==> src/cfw_defines.vh <==
// Constants for the clock select and watchdog control block.
// Assumes a 10 MHz block clock and control bytes written over the link.
`ifndef CFW_DEFINES_VH
`define CFW_DEFINES_VH

// ==========================================================
// Control byte offsets
`define CFW_ADDR_CTRL      8'h00
`define CFW_ADDR_SELECT    8'h01
`define CFW_ADDR_CPU_NUM   8'h02
`define CFW_ADDR_CPU_DEN   8'h03
`define CFW_ADDR_REC_NUM   8'h04
`define CFW_ADDR_REC_DEN   8'h05
`define CFW_ADDR_STATUS    8'h06
`define CFW_ADDR_STRAP     8'h07

// ==========================================================
// Control byte fields
`define CFW_CTRL_PROG      0
`define CFW_CTRL_OVERRIDE  1
`define CFW_CTRL_RECSEL    2
`define CFW_CTRL_BASESEL   3
`define CFW_CTRL_WDRST     4
`define CFW_CTRL_FCRST     5
`define CFW_CTRL_WDEN      6
`define CFW_CTRL_WIDTH     7

// ==========================================================
// Reset values
`define CFW_CTRL_RESET     7'h00
`define CFW_SELECT_RESET   5'h00
`define CFW_NUM_RESET      8'h00
`define CFW_DEN_RESET      7'h00

// ==========================================================
// Timing
`define CFW_CLK_KHZ        10000
`define CFW_WD_SHORT_MS    150
`define CFW_WD_LONG_MS     2500
`define CFW_RST_PULSE_CYC  5'd16
`define CFW_STRAP_SETTLE   2'd3

`endif

==> src/cfw_clock_select.v <==
// Operating frequency selection, watchdog recovery and reset pulse logic.
// Assumes control bytes arrive from the link engine timed by linkClk,
// and strap pins settle before reset is released.
//
// Behaviour
// - Fixed mode: straps or soft select by override
// - Programmable mode: override picks ratio and gear source
// - Programmable mode uses 8-bit numerator, 7-bit denominator
// - Numerator or denominator writes start a frequency load while their pair drives the output
// - Recovery select: straps or recovery numerator/denominator
// - Timeout switches output to recovery frequency
// - Base select: 150 ms or 2.5 s
// - Timeout reset pulse only when enabled
// - Frequency change reset pulse only when enabled
// - Output is gear times (N+3)/(M+3)
// - Gear follows the select value in use
// - Watchdog disable clears the count; enable counts after change
`timescale 1ns/1ps
`default_nettype none
`include "cfw_defines.vh"

module cfw_clock_select #(
	parameter WD_SHORT_CYCLES = `CFW_WD_SHORT_MS * `CFW_CLK_KHZ,
	parameter WD_LONG_CYCLES  = `CFW_WD_LONG_MS * `CFW_CLK_KHZ
) (
	input  wire        clk,
	input  wire        rst_n,
	input  wire [4:0]  strapFreqInputs,
	input  wire        linkClk,
	input  wire        linkWrite,
	input  wire        linkOpEnd,
	input  wire [7:0]  linkAddr,
	input  wire [7:0]  linkWrData,
	output reg  [7:0]  linkRdData,
	output reg         outProgMode,
	output reg  [4:0]  outSelect,
	output reg  [7:0]  outNumerator,
	output reg  [6:0]  outDenominator,
	output reg         freqLoad,
	output reg         recoveryActive,
	output reg         sysResetPulse
);

	// ==========================================================
	// Input synchronisers
	reg [4:0] strapMeta;
	reg [4:0] strapSync;
	reg [2:0] linkCtlMeta;
	reg [2:0] linkCtlSync;
	reg [15:0] linkBusMeta;
	reg [15:0] linkBusSync;
	reg        linkClkLast;

	always @(posedge clk or negedge rst_n) begin
		if (!rst_n) begin
			strapMeta   <= 5'h00;
			strapSync   <= 5'h00;
			linkCtlMeta <= 3'h0;
			linkCtlSync <= 3'h0;
			linkBusMeta <= 16'h0000;
			linkBusSync <= 16'h0000;
			linkClkLast <= 1'b0;
		end else begin
			strapMeta   <= strapFreqInputs;
			strapSync   <= strapMeta;
			linkCtlMeta <= {linkClk, linkWrite, linkOpEnd};
			linkCtlSync <= linkCtlMeta;
			linkBusMeta <= {linkAddr, linkWrData};
			linkBusSync <= linkBusMeta;
			linkClkLast <= linkCtlSync[2];
		end
	end

	// Link fields are stable around the link clock rising edge
	wire       linkRise  = linkCtlSync[2] & ~linkClkLast;
	wire       wrStrobe  = linkRise & linkCtlSync[1];
	wire       opEnd     = linkRise & linkCtlSync[0];
	wire [7:0] wrAddr    = linkBusSync[15:8];
	wire [7:0] wrData    = linkBusSync[7:0];

	// ==========================================================
	// Strap latch, sampled for three cycles after reset release, then held
	reg [4:0] latchedStrap;
	reg [1:0] settleCount;

	always @(posedge clk or negedge rst_n) begin
		if (!rst_n) begin
			latchedStrap <= 5'h00;
			settleCount  <= 2'd0;
		end else if (settleCount != `CFW_STRAP_SETTLE) begin
			settleCount  <= settleCount + 2'd1;
			latchedStrap <= strapSync;
		end
	end

	wire strapReady = (settleCount == `CFW_STRAP_SETTLE);

	// ==========================================================
	// Control bytes
	reg [`CFW_CTRL_WIDTH-1:0] ctrl;
	reg [4:0] softSelect;
	reg [7:0] cpuNumerator;
	reg [6:0] cpuDenominator;
	reg [7:0] recoveryNumerator;
	reg [6:0] recoveryDenominator;
	reg       cpuPending;
	reg       recPending;

	wire progEnable      = ctrl[`CFW_CTRL_PROG];
	wire strapOverride   = ctrl[`CFW_CTRL_OVERRIDE];
	wire recoverySource  = ctrl[`CFW_CTRL_RECSEL];
	wire timeoutBaseSel  = ctrl[`CFW_CTRL_BASESEL];
	wire timeoutResetEn  = ctrl[`CFW_CTRL_WDRST];
	wire changeResetEn   = ctrl[`CFW_CTRL_FCRST];
	wire timeoutCountEn  = ctrl[`CFW_CTRL_WDEN];

	always @(posedge clk or negedge rst_n) begin
		if (!rst_n) begin
			ctrl                <= `CFW_CTRL_RESET;
			softSelect          <= `CFW_SELECT_RESET;
			cpuNumerator        <= `CFW_NUM_RESET;
			cpuDenominator      <= `CFW_DEN_RESET;
			recoveryNumerator   <= `CFW_NUM_RESET;
			recoveryDenominator <= `CFW_DEN_RESET;
			cpuPending          <= 1'b0;
			recPending          <= 1'b0;
		end else begin
			// Loads wait for end of operation so a word write
			// never applies half a pair
			if (opEnd) begin
				cpuPending <= 1'b0;
				recPending <= 1'b0;
			end
			if (wrStrobe) begin
				case (wrAddr)
				`CFW_ADDR_CTRL: begin
					ctrl        <= wrData[`CFW_CTRL_WIDTH-1:0];
				end
				`CFW_ADDR_SELECT: begin
					softSelect <= wrData[4:0];
				end
				`CFW_ADDR_CPU_NUM: begin
					cpuNumerator <= wrData;
					cpuPending   <= 1'b1;
				end
				`CFW_ADDR_CPU_DEN: begin
					cpuDenominator <= wrData[6:0];
					cpuPending     <= 1'b1;
				end
				`CFW_ADDR_REC_NUM: begin
					recoveryNumerator <= wrData;
					recPending        <= 1'b1;
				end
				`CFW_ADDR_REC_DEN: begin
					recoveryDenominator <= wrData[6:0];
					recPending          <= 1'b1;
				end
				default: begin
				end
				endcase
			end
		end
	end

	wire cpuLoad = opEnd & cpuPending;
	wire recLoad = opEnd & recPending;
	// Exit recovery with the write itself, so outputs move only once
	wire ctrlWrite = wrStrobe & (wrAddr == `CFW_ADDR_CTRL);

	// ==========================================================
	// Applied pairs, updated only when a load starts
	reg [7:0] appliedNum;
	reg [6:0] appliedDen;
	reg [7:0] appliedRecNum;
	reg [6:0] appliedRecDen;
	reg [1:0] pairApplied;

	always @(posedge clk or negedge rst_n) begin
		if (!rst_n) begin
			pairApplied   <= 2'b00;
			appliedNum    <= `CFW_NUM_RESET;
			appliedDen    <= `CFW_DEN_RESET;
			appliedRecNum <= `CFW_NUM_RESET;
			appliedRecDen <= `CFW_DEN_RESET;
		end else begin
			pairApplied <= {recLoad, cpuLoad};
			if (cpuLoad) begin
				appliedNum <= cpuNumerator;
				appliedDen <= cpuDenominator;
			end
			if (recLoad) begin
				appliedRecNum <= recoveryNumerator;
				appliedRecDen <= recoveryDenominator;
			end
		end
	end

	// ==========================================================
	// Frequency choice
	wire [4:0] selectInUse = strapOverride ? softSelect : latchedStrap;
	reg        next_prog;
	reg  [4:0] next_select;
	reg  [7:0] next_num;
	reg  [6:0] next_den;

	always @* begin
		next_prog   = 1'b0;
		next_select = selectInUse;
		next_num    = outNumerator;
		next_den    = outDenominator;
		if (recoveryActive) begin
			if (recoverySource) begin
				next_prog = 1'b1;
				next_num  = appliedRecNum;
				next_den  = appliedRecDen;
			end else begin
				next_select = latchedStrap;
			end
		end else if (progEnable) begin
			// Gear and ratio from select in use, N/M scale it
			next_prog = 1'b1;
			next_num  = appliedNum;
			next_den  = appliedDen;
		end
	end

	wire outChange = (next_prog != outProgMode)
		| (next_select != outSelect)
		| (next_prog & ((next_num != outNumerator)
		| (next_den != outDenominator)));
	// A rewrite of equal values still restarts the loader
	wire freqEvent = strapReady & (outChange
		| (pairApplied[0] & progEnable & ~recoveryActive)
		| (pairApplied[1] & recoverySource & recoveryActive));

	always @(posedge clk or negedge rst_n) begin
		if (!rst_n) begin
			outProgMode    <= 1'b0;
			outSelect      <= 5'h00;
			outNumerator   <= `CFW_NUM_RESET;
			outDenominator <= `CFW_DEN_RESET;
			freqLoad       <= 1'b0;
		end else begin
			freqLoad <= freqEvent;
			if (strapReady) begin
				outProgMode    <= next_prog;
				outSelect      <= next_select;
				outNumerator   <= next_num;
				outDenominator <= next_den;
			end
		end
	end

	// ==========================================================
	// Watchdog and recovery
	wire timeout;
	wire wdRunning;

	cfw_watchdog #(
		.SHORT_CYCLES (WD_SHORT_CYCLES),
		.LONG_CYCLES  (WD_LONG_CYCLES)
	) watchdog (
		.clk        (clk),
		.rst_n      (rst_n),
		.enable     (timeoutCountEn),
		.baseSelect (timeoutBaseSel),
		.arm        (freqLoad),
		.timeout    (timeout),
		.running    (wdRunning)
	);

	reg timedOut;

	always @(posedge clk or negedge rst_n) begin
		if (!rst_n) begin
			recoveryActive <= 1'b0;
			timedOut       <= 1'b0;
		end else begin
			// Timeout wins over a software exit in the same cycle
			if (timeout) begin
				recoveryActive <= 1'b1;
				timedOut       <= 1'b1;
			end else if (cpuLoad | ctrlWrite) begin
				recoveryActive <= 1'b0;
				if (ctrlWrite)
					timedOut <= 1'b0;
			end
		end
	end

	// ==========================================================
	// Reset pulse generator
	reg [4:0] pulseCount;
	wire      pulseStart = (timeout & timeoutResetEn)
		| (freqLoad & changeResetEn);

	always @(posedge clk or negedge rst_n) begin
		if (!rst_n) begin
			pulseCount    <= 5'd0;
			sysResetPulse <= 1'b0;
		end else if (pulseStart) begin
			pulseCount    <= `CFW_RST_PULSE_CYC - 5'd1;
			sysResetPulse <= 1'b1;
		end else if (pulseCount != 5'd0) begin
			pulseCount <= pulseCount - 5'd1;
		end else begin
			sysResetPulse <= 1'b0;
		end
	end

	// ==========================================================
	// Read path, registered from the synchronised address
	always @(posedge clk or negedge rst_n) begin
		if (!rst_n) begin
			linkRdData <= 8'h00;
		end else begin
			case (wrAddr)
			`CFW_ADDR_CTRL:    linkRdData <= {1'b0, ctrl};
			`CFW_ADDR_SELECT:  linkRdData <= {3'h0, softSelect};
			`CFW_ADDR_CPU_NUM: linkRdData <= cpuNumerator;
			`CFW_ADDR_CPU_DEN: linkRdData <= {1'b0, cpuDenominator};
			`CFW_ADDR_REC_NUM: linkRdData <= recoveryNumerator;
			`CFW_ADDR_REC_DEN: linkRdData <= {1'b0, recoveryDenominator};
			`CFW_ADDR_STATUS:  linkRdData <= {5'h00, wdRunning, timedOut,
				recoveryActive};
			`CFW_ADDR_STRAP:   linkRdData <= {3'h0, latchedStrap};
			default:           linkRdData <= 8'h00;
			endcase
		end
	end

endmodule

`default_nettype wire

==> src/cfw_watchdog.v <==
// Watchdog down-counter with two selectable time bases.
// Assumes arm and enable come from logic on the same clock.
`timescale 1ns/1ps
`default_nettype none
`include "cfw_defines.vh"

module cfw_watchdog #(
	parameter SHORT_CYCLES = `CFW_WD_SHORT_MS * `CFW_CLK_KHZ,
	parameter LONG_CYCLES  = `CFW_WD_LONG_MS * `CFW_CLK_KHZ
) (
	input  wire        clk,
	input  wire        rst_n,
	input  wire        enable,
	input  wire        baseSelect,
	input  wire        arm,
	output reg         timeout,
	output reg         running
);

	reg [24:0] count;

	// ==========================================================
	// Countdown
	always @(posedge clk or negedge rst_n) begin
		if (!rst_n) begin
			count   <= 25'h0;
			running <= 1'b0;
			timeout <= 1'b0;
		end else begin
			timeout <= 1'b0;
			if (!enable) begin
				// Stop and clear the count
				running <= 1'b0;
				count   <= 25'h0;
			end else if (arm) begin
				// Restart on each frequency change
				running <= 1'b1;
				if (baseSelect)
					count <= LONG_CYCLES[24:0] - 25'h1;
				else
					count <= SHORT_CYCLES[24:0] - 25'h1;
			end else if (running) begin
				if (count == 25'h0) begin
					running <= 1'b0;
					timeout <= 1'b1;
				end else begin
					count <= count - 25'h1;
				end
			end
		end
	end

endmodule

`default_nettype wire

==> config.mk <==
export PLATFORM = sky130hd
export DESIGN_NAME = cfw_clock_select
export DESIGN_NICKNAME = d
export VERILOG_FILES = /design/src/cfw_clock_select.v /design/src/cfw_watchdog.v
export VERILOG_INCLUDE_DIRS = /design/src
export SDC_FILE = /design/constraint.sdc
export NUM_CORES = 1
export LEC_CHECK = 0
export BUFFER_PORTS_ARGS = -buffer_cell sky130_fd_sc_hd__buf_2
export CORE_MARGIN = 2
export CORE_UTILIZATION = 40
export DETAILED_ROUTE_END_ITERATION = 10
export SYNTH_ARGS = -nofsm -noshare
export SYNTH_HDL_FRONTEND = slang
export SYNTH_SLANG_ARGS = --single-unit
==> constraint.sdc <==
create_clock -name clk -period 6.3 [get_ports clk]
set_input_delay 0.315 -clock clk [delete_from_list [all_inputs] [get_ports clk]]
set_output_delay 0.315 -clock clk [all_outputs]
set_load 0.01 [all_outputs]
Word level (Yosys, flattened, before mapping)
Cells that the tools add are included.
{ "classes": {"n_addsub": 3, "multipliers": 0, "div_mod_pow": 0, "order_cmp": 0, "eq_ne": 16, "shifts": 0, "mux": 41, "bitwise_logic": 23, "n_reduce_logical": 16} }
{ "op_table": {"columns": ["op", "count"], "rows": [
  ["two-way mux 25 bit", 5],
  ["case mux 8 bit (8 select lines)", 1],
  ["== test 8 x 3 -> 1 bit (second input constant)", 4],
  ["logical NOT 25 bit", 1],
  ["two-way mux 5 bit", 5],
  ["subtractor 25 x 1 -> 25 bit (second input constant)", 1],
  ["two-way mux 1 bit", 24],
  ["two-way mux 8 bit", 3],
  ["two-way mux 7 bit", 3],
  ["== test 8 x 2 -> 1 bit (second input constant)", 2],
  ["AND reduction 2 bit", 8],
  ["AND 1 bit", 14],
  ["== test 8 x 1 -> 1 bit (second input constant)", 1],
  ["logical NOT 8 bit", 1],
  ["inequality test 8 bit", 1],
  ["inequality test 7 bit", 1],
  ["bitwise OR 1 bit", 7],
  ["nonzero test 2 bit", 3],
  ["inequality test 5 bit", 1],
  ["nonzero test 5 bit", 1],
  ["subtractor 5 x 1 -> 5 bit (second input constant)", 1],
  ["inequality test 2 bit (second input constant)", 2],
  ["OR reduction 2 bit", 2],
  ["inequality test 3 x 2 -> 1 bit (second input constant)", 1],
  ["other kinds (5)", 6]
]} }
{ "word_totals": {"reg_bits": 197, "latchBits": 0, "ram_bits": 0, "rom_bits": 0, "inputBits": 26, "output_inout_bits": 32, "word_cells": 134, "memories": 0} }

Logic depth before layout (Yosys ltp)
{ "depth": {"ltp_word": 9, "depth_mapped": 9, "depth_no_buf": 8} }

By module
Synthesis repeated with hierarchy kept, for this count alone.
{ "unflattened": {"cells_unflattened": 708, "area_unflattened_um2": 8783.4} }
{ "modules_own_cells": {"columns": ["module", "instances", "cells_each", "area_each_um2", "seq_area_each_um2"], "rows": [
  ["cfw_clock_select", 1, 548, 7194.4, 4254.1],
  ["cfw_watchdog", 1, 160, 1589.0, 675.6]
]} }

Least setup slack after synthesis
No wires, ideal clock.
{ "synth_path": {"path_kind": "flip-flop to output port", "start": "register outDenominator[1]", "end": "output outDenominator[1]", "arrival_time_ps": 441, "t_required_ps": 5985, "slack_ps": 5544, "stages_incl_launch_ff": 1, "n_path_buf": 0, "cell_sequence": "dfrtp_1"} }
{ "synth_rtl": {"columns": ["item", "line", "source"], "rows": [
  ["start: declaration", "cfw_clock_select.v:38", "output reg [6:0] outDenominator,"],
  ["start signal: assignment", "cfw_clock_select.v:241", "outDenominator <= `CFW_DEN_RESET;"],
  ["start signal: assignment", "cfw_clock_select.v:249", "outDenominator <= next_den;"]
]} }
No word-level cell between the ends.

==> qor.csv <==
metric;value;unit
CP Max Fanout;28;
compound-gate portion of the synthesized area;11.4;%
RSZ-0062 raised after global routing;false;
Max Fclk;339;MHz
biggest regs;watchdog.count (25), linkBusMeta (16), linkBusSync (16);
Cell Count Post-Placement;1056;
dpl ws;3.38;ns
Pleak;0.00484;uW
die area;23100;um^2
IO Port Bufs;57;
CTS tree;built;
commonest non-fill, non-tap cell in the layout;dfrtp_1;
switch share;25.1;%
Worst path top cell family by delay;flip-flops;
synth warn;0;
Buf+Inv Stages, Crit Path;1;
core area;21700;um^2
Nets;850;
Post-Syn Nets;776;
Yosys cell types;68;
DP HPWL;13500;um
area of the multi-input gates;3600;um^2
Register Area;4930;um^2
Synth Area in Simple Gates;10.9;%
Mapped Cells;745;
final hold slack;0.0206;ns
vias in the first global route;5908;
Routed WL per cell;18.1;um
fin cells;1112;
CP Cell Sequence;clkinv_1 > o21ai_2 > mux2i_1 > xor2_1 > nand3_1 > o31a_1;
register area share after synthesis;56.3;%
crit share post-route;46.9;%
largest family of logic cells by synthesized area;multiplexers;
Slew headroom;32.8;%
DRT antenna net count;0;
DRT iter0 DRCs;425;
Worst EP required;6.63;ns
Die Width;152;um
via count;6057;
CTS Buffer Depth;2;
Final Util;46.9;%
final hold vios;0;
largest net degree at the start of global routing;126;
cts repair resizes;0;
Final Slew Violations;0;
Reg clk slew, reported paths;0.07;ns
Synth async-reset ratio;100;%
Clk pwr share;41.8;%
drt first pass iters;4;
Post-synth EDFFs;0;
global-route wire length before repair;32900;um
# setup viols final;0;
Post-Synth XOR/XNOR Area;3.80;%
most frequent cells in the layout;dfrtp_1 (197), mux2_2 (90), buf_2 (56);
Fill cells;1947;
Worst path max stage delay;0.91;ns
DRC viols;0;
# diodes;0;
fin crit period;2.95;ns
Clk Latency, worst-skew pair;0.44;ns
initial antenna violation count;0;
Hold WC Path Type;primary input to async pin;
Main synth FF type;dfrtp_1;
measured slew at the worst slew-check pin;1.01;ns
H-tree depth;4;
Synth Area per Inst;11.8;um^2
mux cell area share after synthesis;14.3;%
peak supply drop;0.000257;V
max cap viols;0;
synthesized area;8760;um^2
total track usage;17.9;%
Post-Route WL;20200;um
clk sinks;197;
Die Ht;152;um
max reg flops;25;
Worst EP arrival;3.28;ns
sw power;696;uW
Sum Neg Setup Slack;0;ns
Power Internal;2070;uW
drt via density;5.45;
starting density of the core;40.4;%
WS Path Type;register to register;
Synth-to-Final Area Change;16.2;%
site row count;54;
Pwr per Cell Area;272;nW/um^2
CP max-delay cell;dfrtp_1;
status;complete, no violations;
Clock Skew;0.00874;ns
Biggest register;watchdog.count;
root buf cell;clkbuf_16;
CP endpoint kind;register;
Logic pwr share;8.6;%
grt ovf;0;
GPL Wtd Cong;0.882;
share of cells above drive strength 1;24.6;%
Flop pwr share;49.6;%
#FFs+latches synth;197;
final worst setup slack;3.35;ns
CP Launch Type;register;
# IOs;58;
adder-cell area share of the yosys netlist;0.714;%
CTS Buf Count;17;
==> per-layer routing <==
layer / GRT usage, % / up-vias / share of wire (%)
li1: - / 2847 / -
met3: 3.28 / 20 / 3.7
met4: 4.58 / 0 / 1.2
met1: 26.2 / 3042 / 49
met2: 27.7 / 148 / 46
met5: 0 / - / 0
==> power by group through the flow <==
stage	registers [uW]	logic, uW	clock network, uW
after floorplan	1390	146	0
after global placement	1400	228	0
after detailed placement	1400	229	0
after CTS	1370	242	1180
after global routing	1380	270	1230
final	1370	239	1160
==> final cells by class <==
class | instances | share of cell area, %
Sequential cell | 197 | 48.4
Multi-Input combinational cell | 489 | 35.4
Timing Repair Buffer | 85 | 5.54
Clock buffer | 18 | 4.31
Tap cell | 280 | 3.44
Clock inverter | 14 | 1.82
Inverter | 29 | 1.07
==> timing repair <==
item                                   in CTS  in global routing
hold buffers                               24                  0
endpoints found under the hold margin      24                  0
buffers inserted                            0                  0
==> path summary, 6_finish.rpt <==
kind / startpoint / to / slack (ns) / cells past startpoint
worst max-delay path: recoveryActive / freqLoad / 3.35 / 6
worst min-delay path: rst_n / strapMeta[4] / 0.02 / 1
worst max register to register: recoveryActive / freqLoad / 3.35 / 6
worst min register to register: linkBusMeta[5] / linkBusSync[5] / 0.35 / 0
max in group asynchronous: rst_n / ctrl[5] / 4.82 / 2
min in group clk: linkBusMeta[5] / linkBusSync[5] / 0.35 / 0
==> stage by stage <==
| step | area [um^2] | power, uW |
|---|---|---|
| CTS | 10200 | 2790 |
| floorplan | 8760 | 1530 |
| detailed placement | 9310 | 1630 |
| global route | 10200 | 2880 |
| global placement | 9310 | 1620 |
| finish | 10200 | 2770 |
==> Yosys cell counts, types with 5 or more instances <==
cell / instances / area, um^2
nor4_1: 12 / 75.1
xor2_1: 15 / 131
a21boi_0: 6 / 45.0
nor2b_1: 9 / 56.3
dfrtp_1: 197 / 4930
nor3_1: 18 / 90.1
nand3b_1: 6 / 45.0
nand2_1: 45 / 169
a31oi_1: 13 / 81.3
mux2i_1: 19 / 190
mux2_2: 90 / 1010
a22oi_1: 10 / 75.1
o21ai_0: 26 / 130
clkbuf_1: 24 / 90.1
xnor2_1: 23 / 201
o22ai_1: 17 / 106
a21oi_1: 32 / 160
ha_1: 5 / 62.6
nand4_1: 5 / 31.3
or3_1: 7 / 43.8
nand3_1: 14 / 70.1
nor2_1: 39 / 146
inv_1: 27 / 101
==> cell families after synthesis <==
kind of cell,Yosys count
flip-flops,197
AND/OR/NAND/NOR,185
AO/OA/AOI/OAI,150
multiplexers,111
buffers and inverters,59
XOR/XNOR,38
adder cells (fa/ha/maj),5
Note: power is estimated with default switching activity, not from simulation.
